==> src/tpc_cfg.svh <==
`ifndef TPC_CFG_SVH
`define TPC_CFG_SVH

// Compare datapath width and reset values
`define TPC_CMP_W           8
`define TPC_CMP_RST         8'h00
`define TPC_MODE_RST        8'h00

// Field positions inside the mode control word
`define TPC_MODE_EN_POS     7
`define TPC_MODE_CKS_POS    4
`define TPC_MODE_MD_POS     2
`define TPC_MODE_LEV_POS    1
`define TPC_MODE_OE_POS     0

// Count clocks a latched duty value must age before it may be taken
`define TPC_DUTY_SETTLE     2'h3
// Count clocks from the synchronised frame edge to the gate transfer
`define TPC_GATE_XFER_DLY   2'h2

// Prescaler: divide ratio as a power of two per clock select code
`define TPC_PRE_W           12
`define TPC_PRE_LOG0        4'h0
`define TPC_PRE_LOG1        4'h2
`define TPC_PRE_LOG2        4'h4
`define TPC_PRE_LOG3        4'h6
`define TPC_PRE_LOG4        4'hC
`define TPC_PRE_LOG5        4'h7
`define TPC_PRE_LOG6        4'h9
`define TPC_PRE_LOG7        4'h0

`endif

==> src/tpc_pkg.sv <==
package tpc_pkg;

	// Operating modes of the compare timer
	typedef enum logic [1:0] {
		TPC_MODE_INTERVAL,
		TPC_MODE_CARRIER,
		TPC_MODE_PWM,
		TPC_MODE_RESERVED
	} tpc_mode_e;

	// Run sequence of the counter
	typedef enum logic [1:0] {
		TPC_RUN_IDLE,
		TPC_RUN_MASK,
		TPC_RUN_PERIOD,
		TPC_RUN_DUTY
	} tpc_run_e;

	// Mode control word, bit 7 down to bit 0
	typedef struct packed {
		logic      count_enable_bit;
		logic [2:0] clk_sel;
		tpc_mode_e mode;
		logic      default_level_bit;
		logic      output_enable_bit;
	} tpc_mode_t;

endpackage

==> src/tpc_prescale.sv <==
`timescale 1ns/10ps
`include "tpc_cfg.svh"

module tpc_prescale
	import tpc_pkg::*;
#(
	parameter logic [3:0] LOG5 = `TPC_PRE_LOG5,
	parameter logic [3:0] LOG6 = `TPC_PRE_LOG6,
	parameter logic [3:0] LOG7 = `TPC_PRE_LOG7
)
(
	input  wire logic       clk,
	input  wire logic       reset_n,
	input  wire logic [2:0] clk_sel,
	output logic            tick
);

	logic [`TPC_PRE_W-1:0] div_cnt;
	logic [`TPC_PRE_W-1:0] next_div_cnt;
	logic [`TPC_PRE_W-1:0] sel_mask;

	// Divide exponent for a clock select code
	function automatic logic [3:0] sel_log(input logic [2:0] sel);
		case (sel)
			3'h0:    sel_log = `TPC_PRE_LOG0;
			3'h1:    sel_log = `TPC_PRE_LOG1;
			3'h2:    sel_log = `TPC_PRE_LOG2;
			3'h3:    sel_log = `TPC_PRE_LOG3;
			3'h4:    sel_log = `TPC_PRE_LOG4;
			3'h5:    sel_log = LOG5;
			3'h6:    sel_log = LOG6;
			default: sel_log = LOG7;
		endcase
	endfunction

	// Free running divider; a select change mid-run may shorten one period
	always_comb
	begin
		next_div_cnt = div_cnt + 12'h001;
		sel_mask     = 12'(({1'b0, 12'hFFF} >> (4'hC - sel_log(clk_sel))));
		tick         = ((div_cnt & sel_mask) == sel_mask);
	end

	always_ff @(posedge clk or negedge reset_n)
	begin
		if (!reset_n)
			div_cnt <= 12'h000;
		else
			div_cnt <= next_div_cnt;
	end

endmodule // tpc_prescale

==> src/tpc_duty_latch.sv <==
`timescale 1ns/10ps
`include "tpc_cfg.svh"

module tpc_duty_latch
	import tpc_pkg::*;
#(
	parameter int W = `TPC_CMP_W
)
(
	input  wire logic         clk,
	input  wire logic         reset_n,
	input  wire logic         tick,
	input  wire logic         running,
	input  wire logic         duty_wr,
	input  wire logic [W-1:0] duty_wdata,
	input  wire logic         duty_hit,
	output logic [W-1:0]      duty_cmp,
	output logic              duty_pending
);

	logic [W-1:0] latch_val;
	logic [1:0]   age;
	logic [W-1:0] next_latch_val;
	logic [W-1:0] next_duty_cmp;
	logic         next_duty_pending;
	logic [1:0]   next_age;
	logic         take;

	// Write latch, settle counter and transfer on the old duty match
	always_comb
	begin
		next_latch_val    = latch_val;
		next_duty_cmp     = duty_cmp;
		next_duty_pending = duty_pending;
		next_age          = age;
		take              = duty_hit && duty_pending && !duty_wr
		                    && (age >= `TPC_DUTY_SETTLE);
		if (duty_wr && running)
		begin
			next_latch_val    = duty_wdata;
			next_duty_pending = 1'b1;
			next_age          = 2'h0;
		end
		else if (duty_wr)
		begin
			// Stopped: no compare in flight, load straight through
			next_latch_val    = duty_wdata;
			next_duty_cmp     = duty_wdata;
			next_duty_pending = 1'b0;
		end
		else
		begin
			if (tick && (age < `TPC_DUTY_SETTLE))
				next_age = age + 2'h1;
			if (take)
			begin
				next_duty_cmp     = latch_val;
				next_duty_pending = 1'b0;
			end
		end
	end

	always_ff @(posedge clk or negedge reset_n)
	begin
		if (!reset_n)
		begin
			latch_val    <= `TPC_CMP_RST;
			duty_cmp     <= `TPC_CMP_RST;
			duty_pending <= 1'b0;
			age          <= 2'h0;
		end
		else
		begin
			latch_val    <= next_latch_val;
			duty_cmp     <= next_duty_cmp;
			duty_pending <= next_duty_pending;
			age          <= next_age;
		end
	end

endmodule // tpc_duty_latch

==> src/tpc_carrier_out.sv <==
// Functional notes
// - Counting starts once the count enable bit is set.
// - First count clock after enable is masked; outside carrier mode, output holds default until first match.
// - First compare is period; match clears, interrupts, inverts, switches to duty outside interval mode.
// - PWM duty match inverts and switches back; no clear, no interrupt.
// - PWM period is period value plus one count clocks.
// - PWM duty is duty value plus one over period value plus one.
// - Duty writes while running are latched, taken at the old duty match.
// - Duty match within three count clocks after a write keeps the old value.
// - Clearing count enable returns interrupt and, outside carrier mode, output to default.
// - Carrier mode: period sets low width, duty sets high width.
// - Carrier is sent in the frame cycle of the companion frame timer.
// - Remote enable and active gate select low, high or carrier output.
// - Gate is a writable buffer bit and a read-only active bit.
// - Frame interrupt synchronised to count clock strobes buffer into active gate.
// - Active gate loads at second count clock after the synchronised edge.
// - Default level bit sets stopped level outside carrier mode; output enable bit gates pin.
`timescale 1ns/10ps
`include "tpc_cfg.svh"

module tpc_carrier_out
	import tpc_pkg::*;
#(
	parameter int         W    = `TPC_CMP_W,
	parameter logic [3:0] LOG5 = `TPC_PRE_LOG5,
	parameter logic [3:0] LOG6 = `TPC_PRE_LOG6,
	parameter logic [3:0] LOG7 = `TPC_PRE_LOG7
)
(
	input  wire logic         clk,
	input  wire logic         reset_n,
	input  wire tpc_mode_t    mode_ctl_reg,
	input  wire logic         remote_ctl_enable,
	input  wire logic [W-1:0] period_cmp,
	input  wire logic         duty_wr,
	input  wire logic [W-1:0] duty_wdata,
	input  wire logic         gate_buffer_wr,
	input  wire logic         gate_buffer_wdata,
	input  wire logic         frame_timer_irq,
	output logic              pulse_out,
	output logic              match_irq,
	output logic              gate_buffer_bit,
	output logic              gate_active_bit,
	output logic              frame_irq_synced,
	output logic [W-1:0]      duty_cmp,
	output logic              duty_pending,
	output logic [W-1:0]      count_value,
	output logic              count_tick
);

	////////////////////////////////////////////////////////////////////////////
	// Count clock and duty latch

	logic     tick;
	logic     running;
	logic     duty_hit;
	tpc_run_e run_state;

	// Counter step; wraps by design, legal settings never reach the top
	function automatic logic [W-1:0] count_next(input logic [W-1:0] cur);
		count_next = W'(cur + 1'b1);
	endfunction

	// Compare match, only on a count clock so a stalled count cannot retrigger
	function automatic logic cmp_hit(input logic en, input logic [W-1:0] cur,
		input logic [W-1:0] target);
		cmp_hit = en && (cur == target);
	endfunction

	tpc_prescale #(
		.LOG5    (LOG5),
		.LOG6    (LOG6),
		.LOG7    (LOG7)
	) u_prescale (
		.clk     (clk),
		.reset_n (reset_n),
		.clk_sel (mode_ctl_reg.clk_sel),
		.tick    (tick)
	);

	tpc_duty_latch #(
		.W            (W)
	) u_duty_latch (
		.clk          (clk),
		.reset_n      (reset_n),
		.tick         (tick),
		.running      (running),
		.duty_wr      (duty_wr),
		.duty_wdata   (duty_wdata),
		.duty_hit     (duty_hit),
		.duty_cmp     (duty_cmp),
		.duty_pending (duty_pending)
	);

	// Running means a compare may be in flight, so duty writes must wait
	assign running    = (run_state != TPC_RUN_IDLE);
	// Interval mode never looks at the duty value
	assign duty_hit   = cmp_hit(tick, count_value, duty_cmp) && (run_state == TPC_RUN_DUTY)
	                    && (mode_ctl_reg.mode != TPC_MODE_INTERVAL);
	assign count_tick = tick;

	////////////////////////////////////////////////////////////////////////////
	// Counter and compare sequencing

	tpc_run_e     next_run_state;
	logic [W-1:0] next_count_value;
	logic         wave;
	logic         next_wave;
	logic         next_match_irq;
	logic         mode_ok;

	// Reserved mode code keeps the counter parked like a stop
	assign mode_ok = (mode_ctl_reg.mode != TPC_MODE_RESERVED);

	always_comb
	begin
		next_run_state   = run_state;
		next_count_value = count_value;
		next_wave        = wave;
		next_match_irq   = 1'b0;
		if (!mode_ctl_reg.count_enable_bit || !mode_ok)
		begin
			// Stop clears counter, interrupt and inversion state
			next_run_state   = TPC_RUN_IDLE;
			next_count_value = `TPC_CMP_RST;
			next_wave        = 1'b0;
		end
		else
		begin
			case (run_state)
				TPC_RUN_IDLE:
				begin
					next_run_state = TPC_RUN_MASK;
				end
				TPC_RUN_MASK:
				begin
					// The first count clock is swallowed, no increment
					if (tick)
						next_run_state = TPC_RUN_PERIOD;
				end
				TPC_RUN_PERIOD:
				begin
					if (cmp_hit(tick, count_value, period_cmp))
					begin
						next_count_value = `TPC_CMP_RST;
						next_match_irq   = 1'b1;
						next_wave        = !wave;
						// Interval mode keeps comparing against the period only
						if (mode_ctl_reg.mode != TPC_MODE_INTERVAL)
							next_run_state = TPC_RUN_DUTY;
					end
					else if (tick)
						next_count_value = count_next(count_value);
				end
				TPC_RUN_DUTY:
				begin
					if (duty_hit)
					begin
						next_wave      = !wave;
						next_run_state = TPC_RUN_PERIOD;
						if (mode_ctl_reg.mode == TPC_MODE_CARRIER)
						begin
							// Carrier: each half restarts from zero
							next_count_value = `TPC_CMP_RST;
							next_match_irq   = 1'b1;
						end
						else
							next_count_value = count_next(count_value);
					end
					else if (tick)
						next_count_value = count_next(count_value);
				end
				default:
				begin
					next_run_state = TPC_RUN_IDLE;
				end
			endcase
		end
	end

	always_ff @(posedge clk or negedge reset_n)
	begin
		if (!reset_n)
		begin
			run_state   <= TPC_RUN_IDLE;
			count_value <= `TPC_CMP_RST;
			wave        <= 1'b0;
			match_irq   <= 1'b0;
		end
		else
		begin
			run_state   <= next_run_state;
			count_value <= next_count_value;
			wave        <= next_wave;
			match_irq   <= next_match_irq;
		end
	end

	////////////////////////////////////////////////////////////////////////////
	// Frame interrupt synchronisation and gate transfer

	logic       frame_pend;
	logic       next_frame_pend;
	logic       next_frame_irq_synced;
	logic [1:0] xfer_cnt;
	logic [1:0] next_xfer_cnt;
	logic       next_gate_buffer_bit;
	logic       next_gate_active_bit;

	// Frame pulse is held until the next count clock picks it up
	always_comb
	begin
		next_frame_pend       = frame_pend;
		next_frame_irq_synced = frame_irq_synced;
		next_xfer_cnt         = xfer_cnt;
		next_gate_buffer_bit  = gate_buffer_bit;
		next_gate_active_bit  = gate_active_bit;
		if (gate_buffer_wr)
			next_gate_buffer_bit = gate_buffer_wdata;
		if (tick)
		begin
			next_frame_irq_synced = frame_pend;
			next_frame_pend       = 1'b0;
			if (frame_pend && !frame_irq_synced)
				next_xfer_cnt = `TPC_GATE_XFER_DLY;
			else if (xfer_cnt != 2'h0)
				next_xfer_cnt = xfer_cnt - 2'h1;
			if (xfer_cnt == 2'h1)
				next_gate_active_bit = gate_buffer_bit;
		end
		// A new frame event beats the clear on the same cycle
		if (frame_timer_irq)
			next_frame_pend = 1'b1;
	end

	always_ff @(posedge clk or negedge reset_n)
	begin
		if (!reset_n)
		begin
			frame_pend       <= 1'b0;
			frame_irq_synced <= 1'b0;
			xfer_cnt         <= 2'h0;
			gate_buffer_bit  <= 1'b0;
			gate_active_bit  <= 1'b0;
		end
		else
		begin
			frame_pend       <= next_frame_pend;
			frame_irq_synced <= next_frame_irq_synced;
			xfer_cnt         <= next_xfer_cnt;
			gate_buffer_bit  <= next_gate_buffer_bit;
			gate_active_bit  <= next_gate_active_bit;
		end
	end

	////////////////////////////////////////////////////////////////////////////
	// Output level selection

	logic level;
	logic next_pulse_out;

	// Registered pin drive avoids glitches when mode bits move together
	always_comb
	begin
		level = mode_ctl_reg.default_level_bit;
		case (mode_ctl_reg.mode)
			TPC_MODE_INTERVAL,
			TPC_MODE_PWM:
			begin
				level = mode_ctl_reg.default_level_bit ^ wave;
			end
			TPC_MODE_CARRIER:
			begin
				if (remote_ctl_enable)
					level = gate_active_bit & wave;
				else
					level = gate_active_bit;
			end
			default:
			begin
				level = mode_ctl_reg.default_level_bit;
			end
		endcase
		next_pulse_out = mode_ctl_reg.output_enable_bit & level;
	end

	always_ff @(posedge clk or negedge reset_n)
	begin
		if (!reset_n)
			pulse_out <= 1'b0;
		else
			pulse_out <= next_pulse_out;
	end

endmodule // tpc_carrier_out

==> config.mk <==
export PLATFORM = sky130hd
export DESIGN_NAME = tpc_carrier_out
export DESIGN_NICKNAME = d
export VERILOG_FILES = /design/src/tpc_pkg.sv /design/src/tpc_prescale.sv /design/src/tpc_duty_latch.sv /design/src/tpc_carrier_out.sv
export VERILOG_INCLUDE_DIRS = /design/src
export SDC_FILE = /design/constraint.sdc
export NUM_CORES = 1
export LEC_CHECK = 0
export BUFFER_PORTS_ARGS = -buffer_cell sky130_fd_sc_hd__buf_2
export CAP_MARGIN = 25
export CORE_ASPECT_RATIO = 0.5
export CORE_MARGIN = 10
export CORE_UTILIZATION = 48
export CTS_CLUSTER_DIAMETER = 40
export DETAILED_ROUTE_END_ITERATION = 10
export GPL_ROUTABILITY_DRIVEN = 0
export PLACE_DENSITY = 0.67
export REMOVE_ABC_BUFFERS = 1
export SLEW_MARGIN = 30
export SYNTH_ARGS = -nofsm -noshare
export SYNTH_HDL_FRONTEND = slang
export SYNTH_SLANG_ARGS = --single-unit
export TNS_END_PERCENT = 100
==> constraint.sdc <==
create_clock -name clk -period 4.1 [get_ports clk]
set_clock_uncertainty 0.1 [all_clocks]
set_input_delay 0.205 -clock clk [delete_from_list [all_inputs] [get_ports clk]]
set_output_delay 0.205 -clock clk [all_outputs]
set_load 0.01 [all_outputs]
## Word-level counts from Yosys, hierarchy flattened

Index checks and enable logic that the tools add are counted.
W data, S select, Z words.

| storage, ports and cells | value |
|---|---|
| register bits after elaboration | 50 |
| bits of input ports | 31 |
| output and inout bits | 23 |

| cells by class | value |
|---|---|
| add/sub/neg operators | 5 |
| order comparisons | 2 |
| equality and inequality tests | 21 |
| shifts and indexed selects | 1 |
| multiplexer cells | 38 |
| bitwise gates (word level) | 5 |
| reductions and logical operators | 35 |

Operator list:

| kind | count |
|---|---|
| $mux W8 | 9 |
| $pmux W4 S6 | 1 |
| $mux W2 | 10 |
| $eq A8 B8 Y1 | 2 |
| $pmux W8 S2 | 1 |
| $reduce_bool A2 Y1 | 8 |
| $mux W1 | 13 |
| $add A12 B1 Y12 const B | 1 |
| $and A12 B12 Y12 | 1 |
| $eq A12 B12 Y1 | 1 |
| $shr A12 B4 Y12 const A | 1 |
| $logic_and A1 B1 Y1 | 10 |
| $eq A3 B3 Y1 const B | 3 |
| $ne A3 B3 Y1 const B | 3 |
| $add A8 B1 Y8 const B | 1 |
| $pmux W2 S4 | 1 |
| $reduce_and A2 Y1 | 4 |
| $eq A2 B1 Y1 const B | 3 |
| $eq A2 B2 Y1 const B | 3 |
| $eq A3 B2 Y1 const B | 2 |
| $pmux W1 S2 | 3 |
| $reduce_bool A3 Y1 | 2 |
| $logic_not A1 Y1 | 5 |
| $logic_not A2 Y1 | 2 |
| 16 further kinds | 17 |

## Depth between registers and ports, before layout

| depth | value |
|---|---|
| word-level depth | 15 |
| gate-level depth with buffers | 13 |

## Cells and area by module

A second synthesis with hierarchy kept.

| unflattened totals | value |
|---|---|
| cells, all modules | 293 |
| area total of the unflattened synthesis | 2956.6 µm² |

Modules (own cells, without submodules):

| module | instances | cells each | area an instance (µm²) |
|---|---|---|---|
| tpc_carrier_out | 1 | 170 | 1412.6 |
| tpc_duty_latch | 1 | 51 | 815.8 |
| tpc_prescale | 1 | 72 | 728.2 |

## Worst setup path after synthesis

OpenSTA, ideal clock, no wires.

| timing | value |
|---|---|
| kind | input to register |
| from | input mode_ctl_reg[4] (netlist name) |
| to | register u_duty_latch.duty_cmp[0] |
| setup time | 0.125 ns |
| arrival | 2.415 ns |
| path slack | 1.460 ns |
| cell stages on the path | 10 |
| path buffers | 1 |
| path through | buf_4 > xor2_1 > and2_1 > ha_1 > nor2b_1 > o31a_2 > a31oi_4 > nand4_2 > a21boi_4 > mux2_4 |

| on the way | value |
|---|---|
| word-level cells in the longest chain between the ends | 14 |

Ends and longest elaborated chain:

| item | RTL line | text |
|---|---|---|
| start: declaration | tpc_carrier_out.sv:32 | `input wire tpc_mode_t mode_ctl_reg,` |
| $eq A3 B3 Y1 (tied with other cells) | tpc_prescale.sv:24 | `case (sel)` |
| $pmux W4 S6 (*) | tpc_prescale.sv:24 |  |
| $sub A4 B4 Y4 (*) | tpc_prescale.sv:40 | `sel_mask = 12'(({1'b0, 12'hFFF} >> (4'hC - sel_log(clk_sel))));` |
| $shr A12 B4 Y12 (*) | tpc_prescale.sv:40 |  |
| $and A12 B12 Y12 | tpc_prescale.sv:41 | `tick = ((div_cnt & sel_mask) == sel_mask);` |
| $eq A12 B12 Y1 (*) | tpc_prescale.sv:41 |  |
| $logic_and A1 B1 Y1 (*) | tpc_carrier_out.sv:67 | `cmp_hit = en && (cur == target);` |
| $logic_and A1 B1 Y1 (*) | tpc_carrier_out.sv:98 | `assign duty_hit = cmp_hit(tick, count_value, duty_cmp) && (run_state == TPC_RUN_DUTY)` |
| $logic_and A1 B1 Y1 (*) | tpc_carrier_out.sv:99 | `&& (mode_ctl_reg.mode != TPC_MODE_INTERVAL);` |
| $logic_and A1 B1 Y1 (*) (3 in series) | tpc_duty_latch.sv:36 | `take = duty_hit && duty_pending && !duty_wr` |
| $reduce_bool A2 Y1 (no source line) (*) | - |  |
| $reduce_and A2 Y1 (no source line) (*) | - |  |
| end signal: assignment | tpc_duty_latch.sv:68 | `` duty_cmp <= `TPC_CMP_RST; `` |
| end signal: assignment | tpc_duty_latch.sv:75 | `duty_cmp <= next_duty_cmp;` |
| end: declaration | tpc_duty_latch.sv:17 | `output logic [W-1:0] duty_cmp,` |

Mark *: on every way between the ends. The rest lies on a longest branch, timed or not.
A chain may end at the register's enable or synchronous reset.

## Worst setup path after layout

| timing | value |
|---|---|
| from | input mode_ctl_reg[4] (netlist name) |
| to | output count_tick |

| on the way | value |
|---|---|
| word-level cells in the longest chain between the ends | 6 |

Ends and longest elaborated chain:

| item | RTL line | text |
|---|---|---|
| $eq A3 B3 Y1 (tied with other cells) | tpc_prescale.sv:24 |  |
| $pmux W4 S6 (*) | tpc_prescale.sv:24 |  |
| $sub A4 B4 Y4 (*) | tpc_prescale.sv:40 |  |
| $shr A12 B4 Y12 (*) | tpc_prescale.sv:40 |  |
| $and A12 B12 Y12 | tpc_prescale.sv:41 |  |
| $eq A12 B12 Y1 (*) | tpc_prescale.sv:41 |  |
| end: declaration | tpc_carrier_out.sv:48 | `output logic count_tick` |

Marks and branches as above.

==> results_dict.tcl <==
set metrics [dict create \
    status "complete, no violations" \
    grt_max_degree 51 \
    track_usage 0.139 \
    num_vias 2153 \
    vias_per_cell 5.49 \
    criticalPathCategory "in2out" \
    p_switching_uw 363 \
    layout_worst_path_cycle_share 0.704 \
    cts_resized 0 \
    clk_pin_slew_ps 60 \
    worst_pin_slew_ps 638 \
    drive_gt1_frac 0.288 \
    crit_path_end_kind "output pin" \
    async_reset_ff_frac 1.00 \
    totalWireLength_mm 6.55 \
    hp-class "in2reg" \
    grt_overflow 0 \
    drc 0 \
    finalSetupViolCount 0 \
    place_ws_ps 1130 \
    yosysSeqAreaShare 0.438 \
    placed_cell_area_mm2 0.00313 \
    wl_per_cell_um 16.7 \
    clock_power_share 0.362 \
    finalNonFillerCells 392 \
    die_y_um 74.5 \
    clock-sinks 50 \
    power_density_mw_per_mm2 400 \
    yosysTopAreaCellShare 0.438 \
    portBuffers 53 \
    ir_drop_mv 0.240 \
    cts-root-buf "clkbuf_16" \
    antenna_cells 0 \
    fin_setup_tns_ps 0 \
    fin_area_mm2 0.00331 \
    syn-mean-instance-area_um2 10.7 \
    crit_start "mode_ctl_reg[4]" \
    arrival_ps 2580 \
    grt_pass1_wl_mm 10.7 \
    start_util 0.509 \
    synth_edf_count 0 \
    hold_viol 0 \
    rsz0062_at_grt "no" \
    dp.cells 383 \
    p_leak_uw 0.00152 \
    die-area_mm2 0.00962 \
    clk_path_buf_depth 2 \
    grt_pass1_vias 2194 \
    dr.pass1.iters 4 \
    cts_buffers 5 \
    relSlewSlack 0.575 \
    power_frac_comb 0.199 \
    ys_types 57 \
    r2r_setup_slack_ps 1670 \
    critPathRequiredTime_ps 3800 \
    cellInternalPower_uw 961 \
    slew_viol_final 0 \
    fin_crit_ps 2890 \
    area_growth_pct 16.0 \
    hpwl_mm 4.94 \
    die_x_um 129 \
    synth.area.top_cells "dfrtp_1, xnor2_1, mux2_4, mux2_2, ha_1" \
    num_rows 19 \
    synthCells 267 \
    finalWorstSetupSlack_ps 1210 \
    r2r-start "u_prescale.div_cnt[3]" \
    synth_largest_area_cell "dfrtp_1" \
    antenna_found_initial 0 \
    clk_latency_ps 290 \
    core_area_mm2 0.00561 \
    hp-start "frame_timer_irq" \
    max_cap_violations 0 \
    cts-htree-levels 2 \
    syn_area_mm2 0.00285 \
    pin_count 54 \
    cts_tree "built" \
    synth_top_flop_cell "dfrtp_1" \
    initialDrtViolationCount 154 \
    ys.warnings.count 0 \
    ant_nets 0 \
    critPathLaunchType "input port" \
    nets 357 \
    max_freq_mhz 346 \
    swShare 0.274 \
    cp_max_fo 17 \
    yosys_register_bits 50 \
    pwr-share-seq 0.438 \
]
[worst max-delay path: stages]
cell and delay (ps):
buf_2 170, xor2_1 150, and2_1 170, ha_1 340
nor2b_1 150, o31a_2 360, a31oi_4 200, and3_1 580
buf_2 250
[sequential cells by signal, summed over array words and instances (netlist names), 2 cells and up]
name	count
count_value	8
run_state	2
u_duty_latch.age	2
u_duty_latch.duty_cmp	8
u_duty_latch.latch_val	8
u_prescale.div_cnt	12
xfer_cnt	2
[metrics by stage]
step / utilization / hold WS (ps) / power [µW]
after floorplan: - / -191 / 752
after global placement: 0.557 / 309 / 836
after detailed placement: 0.558 / 170 / 854
after CTS: 0.590 / 13.8 / 1340
after global routing: 0.590 / 9.92 / 1390
final: 0.590 / 17.1 / 1320
[cell families after synthesis]
group / synth area share
AND/OR/NAND/NOR: 0.181
XOR/XNOR: 0.0938
buffers and inverters: 0.0438
multiplexers: 0.0890
AO/OA/AOI/OAI: 0.119
adder cells (fa/ha/maj): 0.0351
flip-flops: 0.438
[layout by cell type (no fill, tap or decap), types with 2 or more instances in the layout]
cell type  Yosys  final
o21ai_0        6      6
o21ai_1        6      6
a21oi_1       12     12
nand4_1        5      5
nor4_1         2      2
ha_1           8      8
xor2_1         7      7
nor2b_1        4      4
mux2_4         8      8
inv_1         11     11
o211ai_1       2      2
dfrtp_1       50     50
mux2_1         2      2
nand3_1       12     12
and2_1         2      2
o211a_1        2      2
nand4_2        3      3
o22ai_1        3      3
nor3_1         5      5
nor2_1        14     14
mux2_2         9      9
or3_1          4      4
nand2_1       23     23
xnor2_1       21     21
a211oi_1       3      3
clkbuf_16      0      5
nand2b_1       3      3
and3_1         4      4
buf_2          3     52
a31o_1         2      2
[Yosys cell counts (2+ instances only)]
| cell | instances |
|---|---|
| xnor2_1 | 21 |
| and2_1 | 2 |
| mux2_1 | 2 |
| nand3_1 | 12 |
| buf_4 | 2 |
| nor3_1 | 5 |
| and3_1 | 4 |
| xor2_1 | 7 |
| mux2_4 | 8 |
| o211ai_1 | 2 |
| o211a_1 | 2 |
| nand2_1 | 23 |
| nor2b_1 | 4 |
| a211oi_1 | 3 |
| o21ai_0 | 6 |
| buf_2 | 3 |
| o22ai_1 | 3 |
| inv_1 | 11 |
| clkbuf_8 | 2 |
| buf_6 | 2 |
| nor4_1 | 2 |
| nand4_2 | 3 |
| a21oi_1 | 12 |
| ha_1 | 8 |
| nand4_1 | 5 |
| nand2b_1 | 3 |
| a31o_1 | 2 |
| or3_1 | 4 |
| nor2_1 | 14 |
| dfrtp_1 | 50 |
| mux2_2 | 9 |
| o21ai_1 | 6 |
[path summary, 6_finish.rpt]
check                           depth (start not counted)                     end
worst min register to register                          1  u_prescale.div_cnt[11]
min in group asynchronous                               2          count_value[2]
worst min-delay path                                    2              frame_pend
worst max register to register                          6         gate_active_bit
max in group asynchronous                               2          count_value[5]
worst max-delay path                                    9              count_tick
[power groups by stage]
stage,logic (µW),registers (µW),clock network (µW)
final,264,580,480
after global routing,290,588,508
after CTS,268,580,491
after detailed placement,265,589,0
after global placement,250,586,0
after floorplan,161,591,0
[per-layer routing]
layer | vias to the layer above | global-route usage | part of all wire
li1 | 1046 | - | -
met1 | 1059 | 0.167 | 0.43
met2 | 41 | 0.249 | 0.52
met3 | 7 | 0.0298 | 0.034
met4 | 0 | 0.0426 | 0.0098
met5 | - | 0 | 0
[cell type report]
type,instances,area [µm²]
clock buffers,5,125
clock inverters,3,47.5
fillers,476,2300
inverters,11,41.3
multi-input cells,196,1480
flip-flops and latches,50,1250
well taps,73,91.3
repair buffers,54,278
[timing repair]
item,CTS,global route
endpoints found under the hold margin,50,0
setup buffers,0,0
hold buffers,1,0
Power figures use the tool's default switching activity.
